File: config.mk
export PLATFORM = sky130hd
export DESIGN_NAME = io_watchdog_relay_monitor
export DESIGN_NICKNAME = d
export VERILOG_FILES = /design/src/hw/wdog_pkg.sv /design/src/hw/io_watchdog_relay_monitor.sv /design/src/hw/pin_sync3.sv
export VERILOG_INCLUDE_DIRS = /design/src /design/src/hw
export SDC_FILE = /design/constraint.sdc
export NUM_CORES = 1
export LEC_CHECK = 0
export ABC_AREA = 1
export BUFFER_PORTS_ARGS = -buffer_cell sky130_fd_sc_hd__buf_2
export CORE_ASPECT_RATIO = 1.5
export CORE_MARGIN = 5
export CORE_UTILIZATION = 25
export DETAILED_ROUTE_END_ITERATION = 16
export HOLD_SLACK_MARGIN = 0.15
export PLACE_DENSITY = 0.51
export SYNTH_ARGS = -nofsm -noshare
export SYNTH_HDL_FRONTEND = slang
export SYNTH_SLANG_ARGS = --single-unit
File: constraint.sdc
create_clock -name clk_in -period 2.01 [get_ports clk_in]
set_clock_uncertainty 0.1 [all_clocks]
set_input_delay 0.1005 -clock clk_in [delete_from_list [all_inputs] [get_ports clk_in]]
set_output_delay 0.1005 -clock clk_in [all_outputs]
set_load 0.005 [all_outputs]
File: src/hw/wdog_map.svh
// Purpose: Offsets, field positions, reset values and timing figures of the monitor.
// Assumes: Byte-wide I/O registers addressed by the low address nibble.
// Notes: Times are in their own unit; cycle counts are derived from the clock rate.
`ifndef WDOG_MAP_SVH
`define WDOG_MAP_SVH
`define OFS_CTRL 4'hd
`define OFS_STAT 4'he
`define OFS_CONF 4'hf
`define CTRL_SWLAMP 2
`define CTRL_RELAY 1
`define CTRL_PCRST 7
`define STAT_TEMP 0
`define STAT_WD 1
`define CONF_PER_HI 3
`define CONF_PER_LO 4
`define CONF_TEMP_EN 5
`define CONF_RST_EN 6
`define CONF_IRQ_EN 7
`define CONF_RESET 8'h00
`define CTRL_RESET 8'h02
`define CLK_MHZ 125
`define TICK_MS 1
`define TICK_CYC (`CLK_MHZ * 1000 * `TICK_MS)
`define PER0_MS 1000
`define PER1_MS 2000
`define PER2_MS 8000
`define PER3_MS 16000
`define HOLD_MS 500
`define PCRST_US 10
`define PCRST_CYC (`PCRST_US * `CLK_MHZ)
`define CNT_W 14
`endif

File: src/hw/wdog_pkg.sv
// Purpose: Types shared by the monitor files.
// Assumes: The I/O bus strobes are already on clk_in.
// Notes: Offsets and figures live in the map header.
package wdog_pkg;
  typedef struct packed {
    logic [3:0] addr;
    logic wr;
    logic rd;
    logic [7:0] data;
  } io_req_t;
  typedef enum logic [2:0] {
    WD_IDLE = 3'b001,
    WD_RUN = 3'b010,
    WD_EXPIRED = 3'b100
  } wd_state_t;
endpackage

File: src/hw/io_watchdog_relay_monitor.sv
// Purpose: Retriggerable timeout monitor with relay, lamps and host reset on byte I/O registers.
// Assumes: reset_in is the power-on reset; pc_reset_in is the host reset pin.
// Notes: The relay fail hold counter survives a host reset.
`timescale 1ns/1ps
`include "wdog_map.svh"
module io_watchdog_relay_monitor #(
  parameter int TICK_CYC = `TICK_CYC,
  parameter int PCRST_CYC = `PCRST_CYC
) (
  // Clock and reset
  input wire logic clk_in,
  input wire logic reset_in,
  // Host I/O bus
  input wdog_pkg::io_req_t io_req_in,
  output logic [7:0] rd_data_out,
  // Pins from outside
  input wire logic pc_reset_in,
  input wire logic over_temp_in,
  // Outputs
  output logic relay_out,
  output logic activity_lamp_green_out,
  output logic activity_lamp_red_out,
  output logic software_lamp_out,
  output logic pc_reset_out,
  output logic irq_out
);
  import wdog_pkg::*;

  if (TICK_CYC < 2 || PCRST_CYC < 1)
  begin : bad_param
    $error("TICK_CYC must be at least 2 and PCRST_CYC at least 1");
  end

  // period select to count of time base ticks
  function automatic logic [`CNT_W-1:0] period_ms(input logic [1:0] sel);
    case (sel)
      2'b00: period_ms = `CNT_W'(`PER0_MS);
      2'b01: period_ms = `CNT_W'(`PER1_MS);
      2'b10: period_ms = `CNT_W'(`PER2_MS);
      default: period_ms = `CNT_W'(`PER3_MS);
    endcase
  endfunction

  logic [1:0] pins_s;
  logic pc_rst_s;
  logic temp_s;
  logic wd_rst;
  wd_state_t state_q;
  logic [`CNT_W-1:0] cnt_q;
  logic [$clog2(TICK_CYC)-1:0] pre_q;
  logic tick;
  logic [7:0] conf_q;
  logic relay_en_q;
  logic [9:0] hold_q;
  logic [$clog2(PCRST_CYC+1)-1:0] prst_q;
  logic wr_ctrl;
  logic wr_stat;
  logic wr_conf;
  logic rd_stat;
  logic [1:0] new_sel;
  logic restart;
  logic expire;
  logic temp_fail;

  pin_sync3 #(
    .W(2)
  ) u_sync (
    .clk_in(clk_in),
    .reset_in(reset_in),
    .pin_in({pc_reset_in, over_temp_in}),
    .level_out(pins_s)
  );

  // Decodes and events
  assign pc_rst_s = pins_s[1];
  assign temp_s = pins_s[0];
  assign wd_rst = reset_in | pc_rst_s;
  assign wr_ctrl = io_req_in.wr && io_req_in.addr == `OFS_CTRL;
  assign wr_stat = io_req_in.wr && io_req_in.addr == `OFS_STAT;
  assign wr_conf = io_req_in.wr && io_req_in.addr == `OFS_CONF;
  assign rd_stat = io_req_in.rd && io_req_in.addr == `OFS_STAT;
  assign new_sel = {io_req_in.data[`CONF_PER_HI], io_req_in.data[`CONF_PER_LO]};
  assign restart = wr_stat || (wr_conf && state_q == WD_RUN &&
                   new_sel != {conf_q[`CONF_PER_HI], conf_q[`CONF_PER_LO]});
  assign expire = state_q == WD_RUN && tick && cnt_q == `CNT_W'(1) && !restart;
  assign temp_fail = temp_s && conf_q[`CONF_TEMP_EN];

  always_ff @(posedge clk_in)
  begin
    if (wd_rst || restart || pre_q == TICK_CYC - 1)
      pre_q <= '0;
    else
      pre_q <= pre_q + 1'b1;
  end
  assign tick = pre_q == TICK_CYC - 1;

  always_ff @(posedge clk_in)
  begin
    if (wd_rst)
      conf_q <= `CONF_RESET;
    else if (wr_conf)
      conf_q <= io_req_in.data;
  end

  always_ff @(posedge clk_in)
  begin
    if (wd_rst)
    begin
      state_q <= WD_IDLE;
      cnt_q <= '0;
    end
    else
    begin
      case (state_q)
        WD_IDLE:
        begin
          if (wr_stat)
          begin
            state_q <= WD_RUN;
            cnt_q <= period_ms({conf_q[`CONF_PER_HI], conf_q[`CONF_PER_LO]});
          end
        end
        WD_RUN:
        begin
          if (restart)
            cnt_q <= period_ms(wr_conf ? new_sel :
                               {conf_q[`CONF_PER_HI], conf_q[`CONF_PER_LO]});
          else if (expire)
            state_q <= WD_EXPIRED;
          else if (tick)
            cnt_q <= cnt_q - 1'b1;
        end
        WD_EXPIRED:
        begin
          if (wr_stat)
          begin
            state_q <= WD_RUN;
            cnt_q <= period_ms({conf_q[`CONF_PER_HI], conf_q[`CONF_PER_LO]});
          end
        end
        default:
          state_q <= WD_IDLE;
      endcase
    end
  end

  // fail hold, kept through a host reset
  always_ff @(posedge clk_in)
  begin
    if (reset_in)
      hold_q <= '0;
    else if (expire || temp_fail)
      hold_q <= 10'(`HOLD_MS + 1);
    else if (tick && hold_q != '0)
      hold_q <= hold_q - 1'b1;
  end

  always_ff @(posedge clk_in)
  begin
    if (wd_rst)
      relay_en_q <= 1'b1;
    else if (wr_ctrl)
      relay_en_q <= io_req_in.data[`CTRL_RELAY];
  end

  // relay drops in any fail state
  always_ff @(posedge clk_in)
  begin
    if (reset_in)
      relay_out <= 1'b0;
    else
      relay_out <= relay_en_q && state_q != WD_EXPIRED && !temp_fail && hold_q == '0;
  end

  always_ff @(posedge clk_in)
  begin
    if (wd_rst)
      software_lamp_out <= 1'b0;
    else if (wr_ctrl)
      software_lamp_out <= io_req_in.data[`CTRL_SWLAMP];
  end

  // host reset pulse, by request or enabled expiry
  always_ff @(posedge clk_in)
  begin
    if (reset_in)
      prst_q <= '0;
    else if ((wr_ctrl && io_req_in.data[`CTRL_PCRST]) || (expire && conf_q[`CONF_RST_EN]))
      prst_q <= ($bits(prst_q))'(PCRST_CYC);
    else if (prst_q != '0)
      prst_q <= prst_q - 1'b1;
  end

  // Reset pin driven from its own flop
  always_ff @(posedge clk_in)
  begin
    if (reset_in)
      pc_reset_out <= 1'b0;
    else
      pc_reset_out <= prst_q != '0;
  end

  always_ff @(posedge clk_in)
  begin
    if (wd_rst || wr_stat)
      irq_out <= 1'b0;
    else if (expire && conf_q[`CONF_IRQ_EN])
      irq_out <= 1'b1;
  end

  always_ff @(posedge clk_in)
  begin
    if (wd_rst)
    begin
      activity_lamp_green_out <= 1'b0;
      activity_lamp_red_out <= 1'b0;
    end
    else
    begin
      activity_lamp_green_out <= state_q == WD_RUN;
      activity_lamp_red_out <= state_q == WD_EXPIRED;
    end
  end

  // status read; other offsets read zero
  always_ff @(posedge clk_in)
  begin
    if (reset_in)
      rd_data_out <= 8'h00;
    else if (rd_stat)
    begin
      rd_data_out <= 8'h00;
      rd_data_out[`STAT_WD] <= state_q != WD_EXPIRED;
      rd_data_out[`STAT_TEMP] <= !temp_s;
    end
    else if (io_req_in.rd)
      rd_data_out <= 8'h00;
  end
endmodule

File: src/hw/pin_sync3.sv
// Purpose: Brings asynchronous pins onto clk_in.
// Assumes: Pins change slowly compared with the clock.
// Notes: A change counts once the second and third stages agree.
`timescale 1ns/1ps
module pin_sync3 #(
  parameter int W = 2
) (
  // Clock and reset
  input wire logic clk_in,
  input wire logic reset_in,
  // Pins and result
  input wire logic [W-1:0] pin_in,
  output logic [W-1:0] level_out
);
  // Refuse an empty pin group
  if (W < 1)
  begin : bad_width
    $error("W must be at least 1");
  end

  logic [W-1:0] s1_q;
  logic [W-1:0] s2_q;
  logic [W-1:0] s3_q;

  // Three stages; the first is read only by the second
  always_ff @(posedge clk_in)
  begin
    if (reset_in)
    begin
      s1_q <= '0;
      s2_q <= '0;
      s3_q <= '0;
    end
    else
    begin
      s1_q <= pin_in;
      s2_q <= s1_q;
      s3_q <= s2_q;
    end
  end

  // Accept bits on which the late stages agree
  always_ff @(posedge clk_in)
  begin
    if (reset_in)
      level_out <= '0;
    else
      level_out <= (s2_q & s3_q) | (level_out & (s2_q | s3_q));
  end
endmodule

# Word-level counts from Yosys, hierarchy flattened

Cells that the tools add are included.

Bits in registers: 80
Bits of input ports: 18
Output and inout port bits: 14
Logic and storage cells: 106

$add $sub $neg: 4
Eq/ne operators: 19
Muxes and demuxes: 18
Bitwise logic cells: 5
Reduce and logical (&&, ||, !) cells: 40

Operators by type and width:

| kind                                                | count |
|---|---|
| case mux 14 bit (3 select lines)                    | 2 |
| 2-to-1 mux 14 bit                                   | 4 |
| case mux 14 bit (2 select lines)                    | 1 |
| 2-to-1 mux 11 bit                                   | 2 |
| 2-to-1 mux 9 bit                                    | 2 |
| adder 17 x 1 -> 17 bit (second input constant)      | 1 |
| == test 17 bit (second input constant)              | 1 |
| logical AND 1 bit                                   | 17 |
| == test 14 x 1 -> 1 bit (second input constant)     | 1 |
| subtractor 14 x 1 -> 14 bit (second input constant) | 1 |
| == test 4 bit (second input constant)               | 3 |
| nonzero test 11 bit                                 | 1 |
| subtractor 11 x 1 -> 11 bit (second input constant) | 1 |
| zero test 10 bit                                    | 1 |
| nonzero test 10 bit                                 | 1 |
| subtractor 10 x 1 -> 10 bit (second input constant) | 1 |
| 2-to-1 mux 3 bit                                    | 3 |
| != test 3 bit (second input constant)               | 3 |
| nonzero test 2 bit                                  | 4 |
| logical OR 1 bit                                    | 6 |
| 2-to-1 mux 2 bit                                    | 3 |
| case mux 3 bit (2 select lines)                     | 1 |
| OR reduction 2 bit                                  | 3 |
| bitwise AND 2 bit                                   | 2 |
| 14 further kinds                                    | 21 |

# Logic depth before layout (Yosys ltp)

Gate-level depths: netlist (run 1).

Word-level depth: 10
Gate-level depth with buffers: 13
Gate-level depth less buffers: 12

# Hierarchy

A second synthesis (run 1) with hierarchy kept.

Cells, all modules: 610
Area total of the unflattened synthesis: 4096.4 um2

Modules (own cells, without submodules):

| module                    | times used | cells an instance | area each (um2) | sequential area each (um2) |
|---|---|---|---|---|
| io_watchdog_relay_monitor | 1          | 583               | 3860.0          | 1381.3 |
| pin_sync3                 | 1          | 27                | 236.5           | 160.2 |

# Least setup slack after synthesis (run 1)

OpenSTA, ideal clock, no wires.

Path type: reg2reg
Start: reg pre_q[0]
End: reg cnt_q[1]
Library setup time: 128 ps
Data arrival time: 1506 ps
Data required time: 1782 ps
Slack: 276 ps
Cell stages (with the launch flop): 12
Buffers on the path: 1
Clock period less this slack: 1734 ps
Cell sequence: dfxtp_1 -> ha_1 -> nand4_1 -> nor2_1 -> nand2_1 -> nor2_4 -> nand2_4 -> nand3_4 -> buf_6 -> nand2_1 -> nand2_1 -> nor2_1

Word-level cells in the longest chain between the ends: 6
Elaborated cells on any way between the ends: 7
Those cells by class: 3 x eq/ne; 4 x reduce/logical

RTL lines:

| element                                | line                             | RTL |
|---|---|---|
| from (decl)                            | io_watchdog_relay_monitor.sv:50  | `logic [$clog2(TICK_CYC)-1:0] pre_q;` |
| from (signal assigned)                 | io_watchdog_relay_monitor.sv:93  | `pre_q <= pre_q + 1'b1;` |
| == test 17 bit *                       | io_watchdog_relay_monitor.sv:95  | `assign tick = pre_q == TICK_CYC - 1;` |
| logical AND 1 bit (3 in series)        | io_watchdog_relay_monitor.sv:85  | `` assign expire = state_q == WD_RUN && tick && cnt_q == `CNT_W'(1) && !restart; `` |
| != test 3 bit (no source line)         | -                                |  |
| AND reduction 4 bit (no source line) * | -                                |  |
| to (signal assigned)                   | io_watchdog_relay_monitor.sv:120 | `` cnt_q <= period_ms({conf_q[`CONF_PER_HI], conf_q[`CONF_PER_LO]}); `` |
| to (signal assigned)                   | io_watchdog_relay_monitor.sv:126 | `cnt_q <= period_ms(wr_conf ? new_sel :` |
| to (signal assigned)                   | io_watchdog_relay_monitor.sv:131 | `cnt_q <= cnt_q - 1'b1;` |
| to (decl)                              | io_watchdog_relay_monitor.sv:49  | `` logic [`CNT_W-1:0] cnt_q; `` |

Every way passes the cells marked *; elsewhere a longest branch is shown, timed or not.
A chain may end at the register's enable or synchronous reset.

# Worst setup path in the final report (run 1)

Start: reg pre_q[0]
End: reg prst_q[0]

Word-level cells in the longest chain between the ends: 7

RTL lines:

| element                             | line                             | RTL |
|---|---|---|
| == test 17 bit                      | io_watchdog_relay_monitor.sv:95  |  |
| logical AND 1 bit (3 in series)     | io_watchdog_relay_monitor.sv:85  |  |
| logical AND 1 bit                   | io_watchdog_relay_monitor.sv:188 | `` else if ((wr_ctrl && io_req_in.data[`CTRL_PCRST]) \|\| (expire && conf_q[`CONF_RST_EN])) `` |
| logical OR 1 bit                    | io_watchdog_relay_monitor.sv:188 |  |
| OR reduction 2 bit (no source line) | -                                |  |
| to (signal assigned)                | io_watchdog_relay_monitor.sv:189 | `prst_q <= ($bits(prst_q))'(PCRST_CYC);` |
| to (signal assigned)                | io_watchdog_relay_monitor.sv:191 | `prst_q <= prst_q - 1'b1;` |
| to (decl)                           | io_watchdog_relay_monitor.sv:55  | `logic [$clog2(PCRST_CYC+1)-1:0] prst_q;` |

Every way passes these cells.

==> metrics.yaml, run 1 <==
status: "completed"
pre_cts_ws_ps: 30.47
grt_max_degree: 21
cts_tree: "done"
drv_cap: 0
post-cts-setup-buffers: 0
cts_buffers: 9
core_um2: 16260
grt_antenna_before_repair: 0
clk-insertion-delay-late_ps: 340
die_x_um: 115.2
synth_area_per_cell_um2: 6.588
path_class: "reg -> reg"
cts.sink_count: 77
startpoint_type: "flip-flop"
drc: 0
netlist_area_um2: 4150
finalSetupViolations: 0
synthTopCellsByCount: "nand2_1 (163), nor2_1 (109), inv_1 (78)"
worstPathRequired_ps: 2140
ys_async_sr_fraction_pct: 0
crit_fanout: 5
finalNetCount: 736
syn_inst: 630
overflow: 0
synth_top_area_share_pct: 37.14
hold_viol_final: 0
power.density_nw_per_um2: 1206
initial_utilization_pct: 25.52
drive_above_1_share_pct: 15.90
synth_edf_count: 0
synthTopCellsByArea: "dfxtp_1 (37%), nand2_1 (15%), nor2_1 (9.9%)"
min_period_over_period_pct: 93.05
finalWorstSetupSlack_ps: 139.7
fmax_ghz: 0.5347
grt_first_pass_wirelength_um: 17970
grt_setup_unrepaired: "no"
ios: 32
ys_types: 36
hpwl_um: 8184
first_pass_iters: 5
antenna_cells: 0
hold_class: "in -> reg"
clk_pin_slew_ps: 60
drt_wl_total_um: 10930
ir_drop_mv: 0.4530
yosysWarnings: 0
grtUsageTotal_pct: 11.54
std_cell_rows: 57
synth.most_common_cell: "nand2_1"
ys_seq_area_share_pct: 37.14
total_leakage_power_nw: 2.438
end_kind: "flip-flop"
drt-initial-drc-count: 169
min_path_cells: 5
grt_pass1_vias: 3826
final_core_util_pct: 32.53
yosysTopAreaCell: "dfxtp_1"
cts_root_buffer: "clkbuf_16"
tns_ps: 0
final_max_slew_viol_count: 0
via_per_inst: 4.347
final_antenna_net_count: 0
die_h_um: 167.8
cts.path.max_buffers: 2
io_buffers: 24
htreeDepth: 3
period_needed_ps: 1870
area_delta_synth_final_pct: 27.43
synthFlopType: "dfxtp_1"
dieArea_um2: 19330
place.gp.congestion: 0.7876
worst-endpoint-arrival_ps: 2000
ff2ff_path_depth: 9
ys_ff_latch: 77
vias: 4012
routedWlPerCell_um: 11.84
-- critical path: stages (launching register included) --
cell	delay [ps]
dfxtp_1	350
ha_1	190
nand4_1	160
nor2_1	160
nand2_2	110
nor2_4	160
nand2_4	130
o21ai_4	200
or2_4	170
nor2_1	40
-- sequential cells by signal, summed over array words and instances (netlist names), 2 cells and up --
name,flops
conf_q,5
state_q,3
u_sync.s3_q,2
u_sync.level_out,2
u_sync.s1_q,2
hold_q,10
u_sync.s2_q,2
pre_q,17
prst_q,11
rd_data_out,2
cnt_q,14
-- worst paths after layout --
kind | slack (ps) | start | endpoint
min | 180 | io_req_in[3] | conf_q[3]
max | 140 | pre_q[0] | prst_q[0]
min reg2reg | 300 | u_sync.s1_q[0] | u_sync.s2_q[0]
max reg2reg | 140 | pre_q[0] | prst_q[0]
-- area by class of cell --
class	count	area (um^2)
Clock buffer	10	239.0
Clock inverter	6	36.28
Fill cell	1806	10970
Inverter	84	315.3
Multi-Input combinational cell	460	2286
Sequential cell	77	1541
Tap cell	206	257.7
Timing Repair Buffer	80	613.1
-- stage by stage --
step	instance area, um^2	hold slack (ps)	total power, mW	cells
floorplan	4169	95.96	4.088	635
global placement	4753	207.9	4.725	887
detailed placement	4753	208.7	4.723	887
CTS	5219	180.5	6.306	922
global route	5289	231.4	6.933	923
finish	5289	183.9	6.377	923
-- cells by family after synthesis --
group,share of synthesized area [%]
flops,37.14
simple gates,37.53
compound gates,9.074
fa+ha+maj,1.809
other cells,0.09036
xor+xnor,4.432
buf+inv,9.918
-- report_power, final --
group	internal (mW)	total, mW	switching [mW]
Combinational	1.10	2.91	1.81
Clock	0.865	1.52	0.653
Sequential	1.78	1.95	0.177
-- per-layer routing --
layer  wire length, um  track usage, %  vias to the layer above
met4               274           5.005                        0
met3               286           1.688                       16
met5                 0               0                        -
li1                  -               -                     2146
met2              5669           20.94                       65
met1              4695           13.13                     1785
-- cell usage in the layout (no fill, tap or decap), types with 4 or more instances in the layout --
cell type,netlist,routed
clkbuf_16,0,9
o21ai_0,26,26
nor2_2,1,4
conb_1,1,6
nand4_1,12,12
a21oi_1,30,30
clkinv_2,0,4
inv_2,5,7
dlygate4sd3_1,0,19
nand2_2,3,7
nor3_1,17,17
xnor2_1,6,6
a31oi_1,5,5
nor2_1,109,105
buf_2,2,24
o211ai_1,4,4
buf_4,6,35
inv_1,78,76
nand2_1,163,158
xor2_1,15,15
nand3_1,32,30
nor2_4,5,6
dfxtp_1,77,77
ha_1,6,6
-- repair_timing --
item                       4_1_cts  5_1_grt
gates resized for setup          0       18
hold endpoints to repair        34        0
setup endpoints to repair        0       28
hold buffers                    19        0
(Power assumes the default switching activity.)
==> run 2, diff against run 1 <==
--- a/config.mk
+++ b/config.mk
@@ -13,7 +13,7 @@
 export CORE_UTILIZATION = 25
 export DETAILED_ROUTE_END_ITERATION = 16
 export HOLD_SLACK_MARGIN = 0.15
-export PLACE_DENSITY = 0.51
+export PLACE_DENSITY = 0.52
 export SYNTH_ARGS = -nofsm -noshare
 export SYNTH_HDL_FRONTEND = slang
 export SYNTH_SLANG_ARGS = --single-unit
==> constraint.sdc (replaced) <==
create_clock -name clk_in -period 1.68 [get_ports clk_in]
set_clock_uncertainty 0.1 [all_clocks]
set_input_delay 0.084 -clock clk_in [delete_from_list [all_inputs] [get_ports clk_in]]
set_output_delay 0.084 -clock clk_in [all_outputs]
set_load 0.005 [all_outputs]
==> metrics.yaml, run 2 (same netlist as run 1, synthesis figures left out) <==
min_path_cells: 5  # unchanged
r2r_end: "prst_q[0]"
grt_max_degree: 20  # -4.8%
grtUsageTotal_pct: 12.88  # +1.3 points
finalSetupViolations: 34  # +34
cts.path.max_buffers: 2  # unchanged
dieArea_um2: 19330  # unchanged
largest_reg_flops: 17  # unchanged
intPower_mw: 5.441  # +46%
die_x_um: 115.2  # unchanged
grt_antenna_before_repair: 0  # unchanged
clk-insertion-delay-late_ps: 340  # about the same
end_kind: "flip-flop"
worst-endpoint-arrival_ps: 1940  # -60 ps
ff2ff_setup_slack_ps: -130  # -270 ps
finalWorstSetupSlack_ps: -128.0  # -267.7 ps
io_buffers: 24  # unchanged
p_sw_mw: 3.473  # +32%
worstReg2RegStart: "pre_q[1]"
fill_cells: 1713  # -5.1%
power.density_nw_per_um2: 1384  # +15%
cp-startpoint: "pre_q[1]"
min_period_over_period_pct: 107.6  # +15 points
violations: "setup timing"
drt_wl_total_um: 12200  # +12%
path_class: "reg -> reg"
hpwl_um: 8556  # +4.5%
core_um2: 16260  # unchanged
cts_buffers: 9  # unchanged
drt-initial-drc-count: 102  # -40%
cts_root_buffer: "clkbuf_16"
via_per_inst: 4.351  # about the same
worstPathRequired_ps: 1810  # -330 ps
die_h_um: 167.8  # unchanged
hold_class: "in -> reg"
first_pass_iters: 5  # unchanged
period_needed_ps: 1808  # -62.30 ps
final_antenna_net_count: 0  # unchanged
status: "finished with violations"
drive_above_1_share_pct: 32.33  # +16 points
grt_pass1_vias: 4321  # +13%
routedWlPerCell_um: 12.11  # +2.3%
pre_cts_ws_ps: -190.3  # -220.8 ps
switching_share_pct: 38.96  # -2.4 points
finalNetCount: 820  # +11%
area_delta_synth_final_pct: 55.17
total_leakage_power_nw: 2.946  # +21%
grt_first_pass_wirelength_um: 19930  # +11%
seq_power_share_pct: 26.1  # -4.5 points
std_cell_rows: 57  # unchanged
antenna_cells: 0  # unchanged
ir_drop_mv: 0.6563  # +45%
final_cell_mix: "nand2_1 (146), buf_4 (104), nor2_1 (87)"
htreeDepth: 3  # unchanged
stdcell_count: 1007  # +9.1%
final_common_cell: "nand2_1"
reg_top3: "pre_q x17, cnt_q x14, prst_q x11"
total_power_mw: 8.914  # +40%
place.gp.congestion: 0.8373  # +6.3%
combPwrFrac_pct: 47.8  # +2.2 points
hold_viol_final: 0  # unchanged
cp-endpoint: "prst_q[0]"
numPlacedInstances: 950  # +7.1%
whs_ps: 194.8  # +10.87 ps
drv_cap: 0  # unchanged
p_clk_share_pct: 26.2  # +2.4 points
vias: 4381  # +9.2%
initial_utilization_pct: 25.52  # unchanged
clk_pin_slew_ps: 70  # about the same
cts.sink_count: 77  # unchanged
final_max_slew_viol_count: 0  # unchanged
startpoint_type: "flip-flop"
drc: 0  # unchanged
fmax_ghz: 0.5531  # +3.4%
overflow: 0  # unchanged
cts_tree: "done"
crit_fanout: 7  # +2
ios: 32  # unchanged
ff2ff_path_depth: 9  # unchanged
grt_setup_unrepaired: "yes"
top_register: "pre_q"
min-delay-start: "io_req_in[4]"
[run 2: cell count changes in the layout (fill, tap and decap cells not counted), sizes merged]
cell         delta
buf            +79
bufinv          +3
clkinv          -3
clkinvlp        -1
dlygate4sd3     +4
inv             +1
nand3           +1
[run 2: how the worst min path moves through the flow]
stage          slack [ps]              to
3_5_place_dp          200  u_sync.s1_q[0]
2_1_floorplan          80    pc_reset_out
4_1_cts               -60    pc_reset_out
5_1_grt               250       conf_q[4]
3_3_place_gp          190  u_sync.s1_q[1]
6_report              190       conf_q[4]
[run 2: area by class of cell]
| type | count | area [um^2] | area share, % |
|---|---|---|---|
| well taps | 206 | 257.7 | 4.002 |
| inverters | 84 | 315.3 | 4.896 |
| clock inverters | 6 | 116.4 | 1.807 |
| flip-flops and latches | 77 | 1555 | 24.15 |
| clock buffers | 10 | 239.0 | 3.711 |
| multi-input cells | 461 | 2654 | 41.21 |
| repair buffers | 163 | 1303 | 20.23 |
[run 2: stage by stage]
step / util (%) / instance area, um^2 / setup TNS [ps]
floorplan: - / 4177 / 0
global placement: 32.26 / 5246 / -2583
detailed placement: 32.26 / 5246 / -4793
CTS: 37.79 / 6145 / -2398
global route: 39.60 / 6440 / -6148
finish: 39.60 / 6440 / -2893
[run 2: power by group through the flow]
stage	clock network [mW]	logic [mW]	registers, mW
after CTS	2.39	4.16	2.32
after floorplan	0	2.55	2.34
final	2.33	4.26	2.32
after global routing	2.47	4.80	2.37
after global placement	0	3.83	2.34
after detailed placement	0	3.84	2.34
[run 2: per-layer routing]
metal	vias up	wire, um	global-route usage, %
met1	1986	4854	13.74
met4	0	348	5.669
met3	23	357	1.867
met2	64	6638	24.40
met5	-	0	0
li1	2308	-	-
[run 2: critical path: stages (launching register included)]
cell and delay [ps]:
dfxtp_2 350, ha_4 130, nand4_1 140, nor2_1 180, nand2_2 110, nor2_4 200, nand2_8 120, o21ai_4 160
or2_4 170, nor2_2 30
[run 2: repair_timing]
item,4_1_cts,5_1_grt
setup endpoints to repair,52,57
hold buffers,21,2
gates resized for setup,52,66
hold endpoints to repair,31,10
setup buffers,10,5
pin swaps,30,37
cloned,4,0
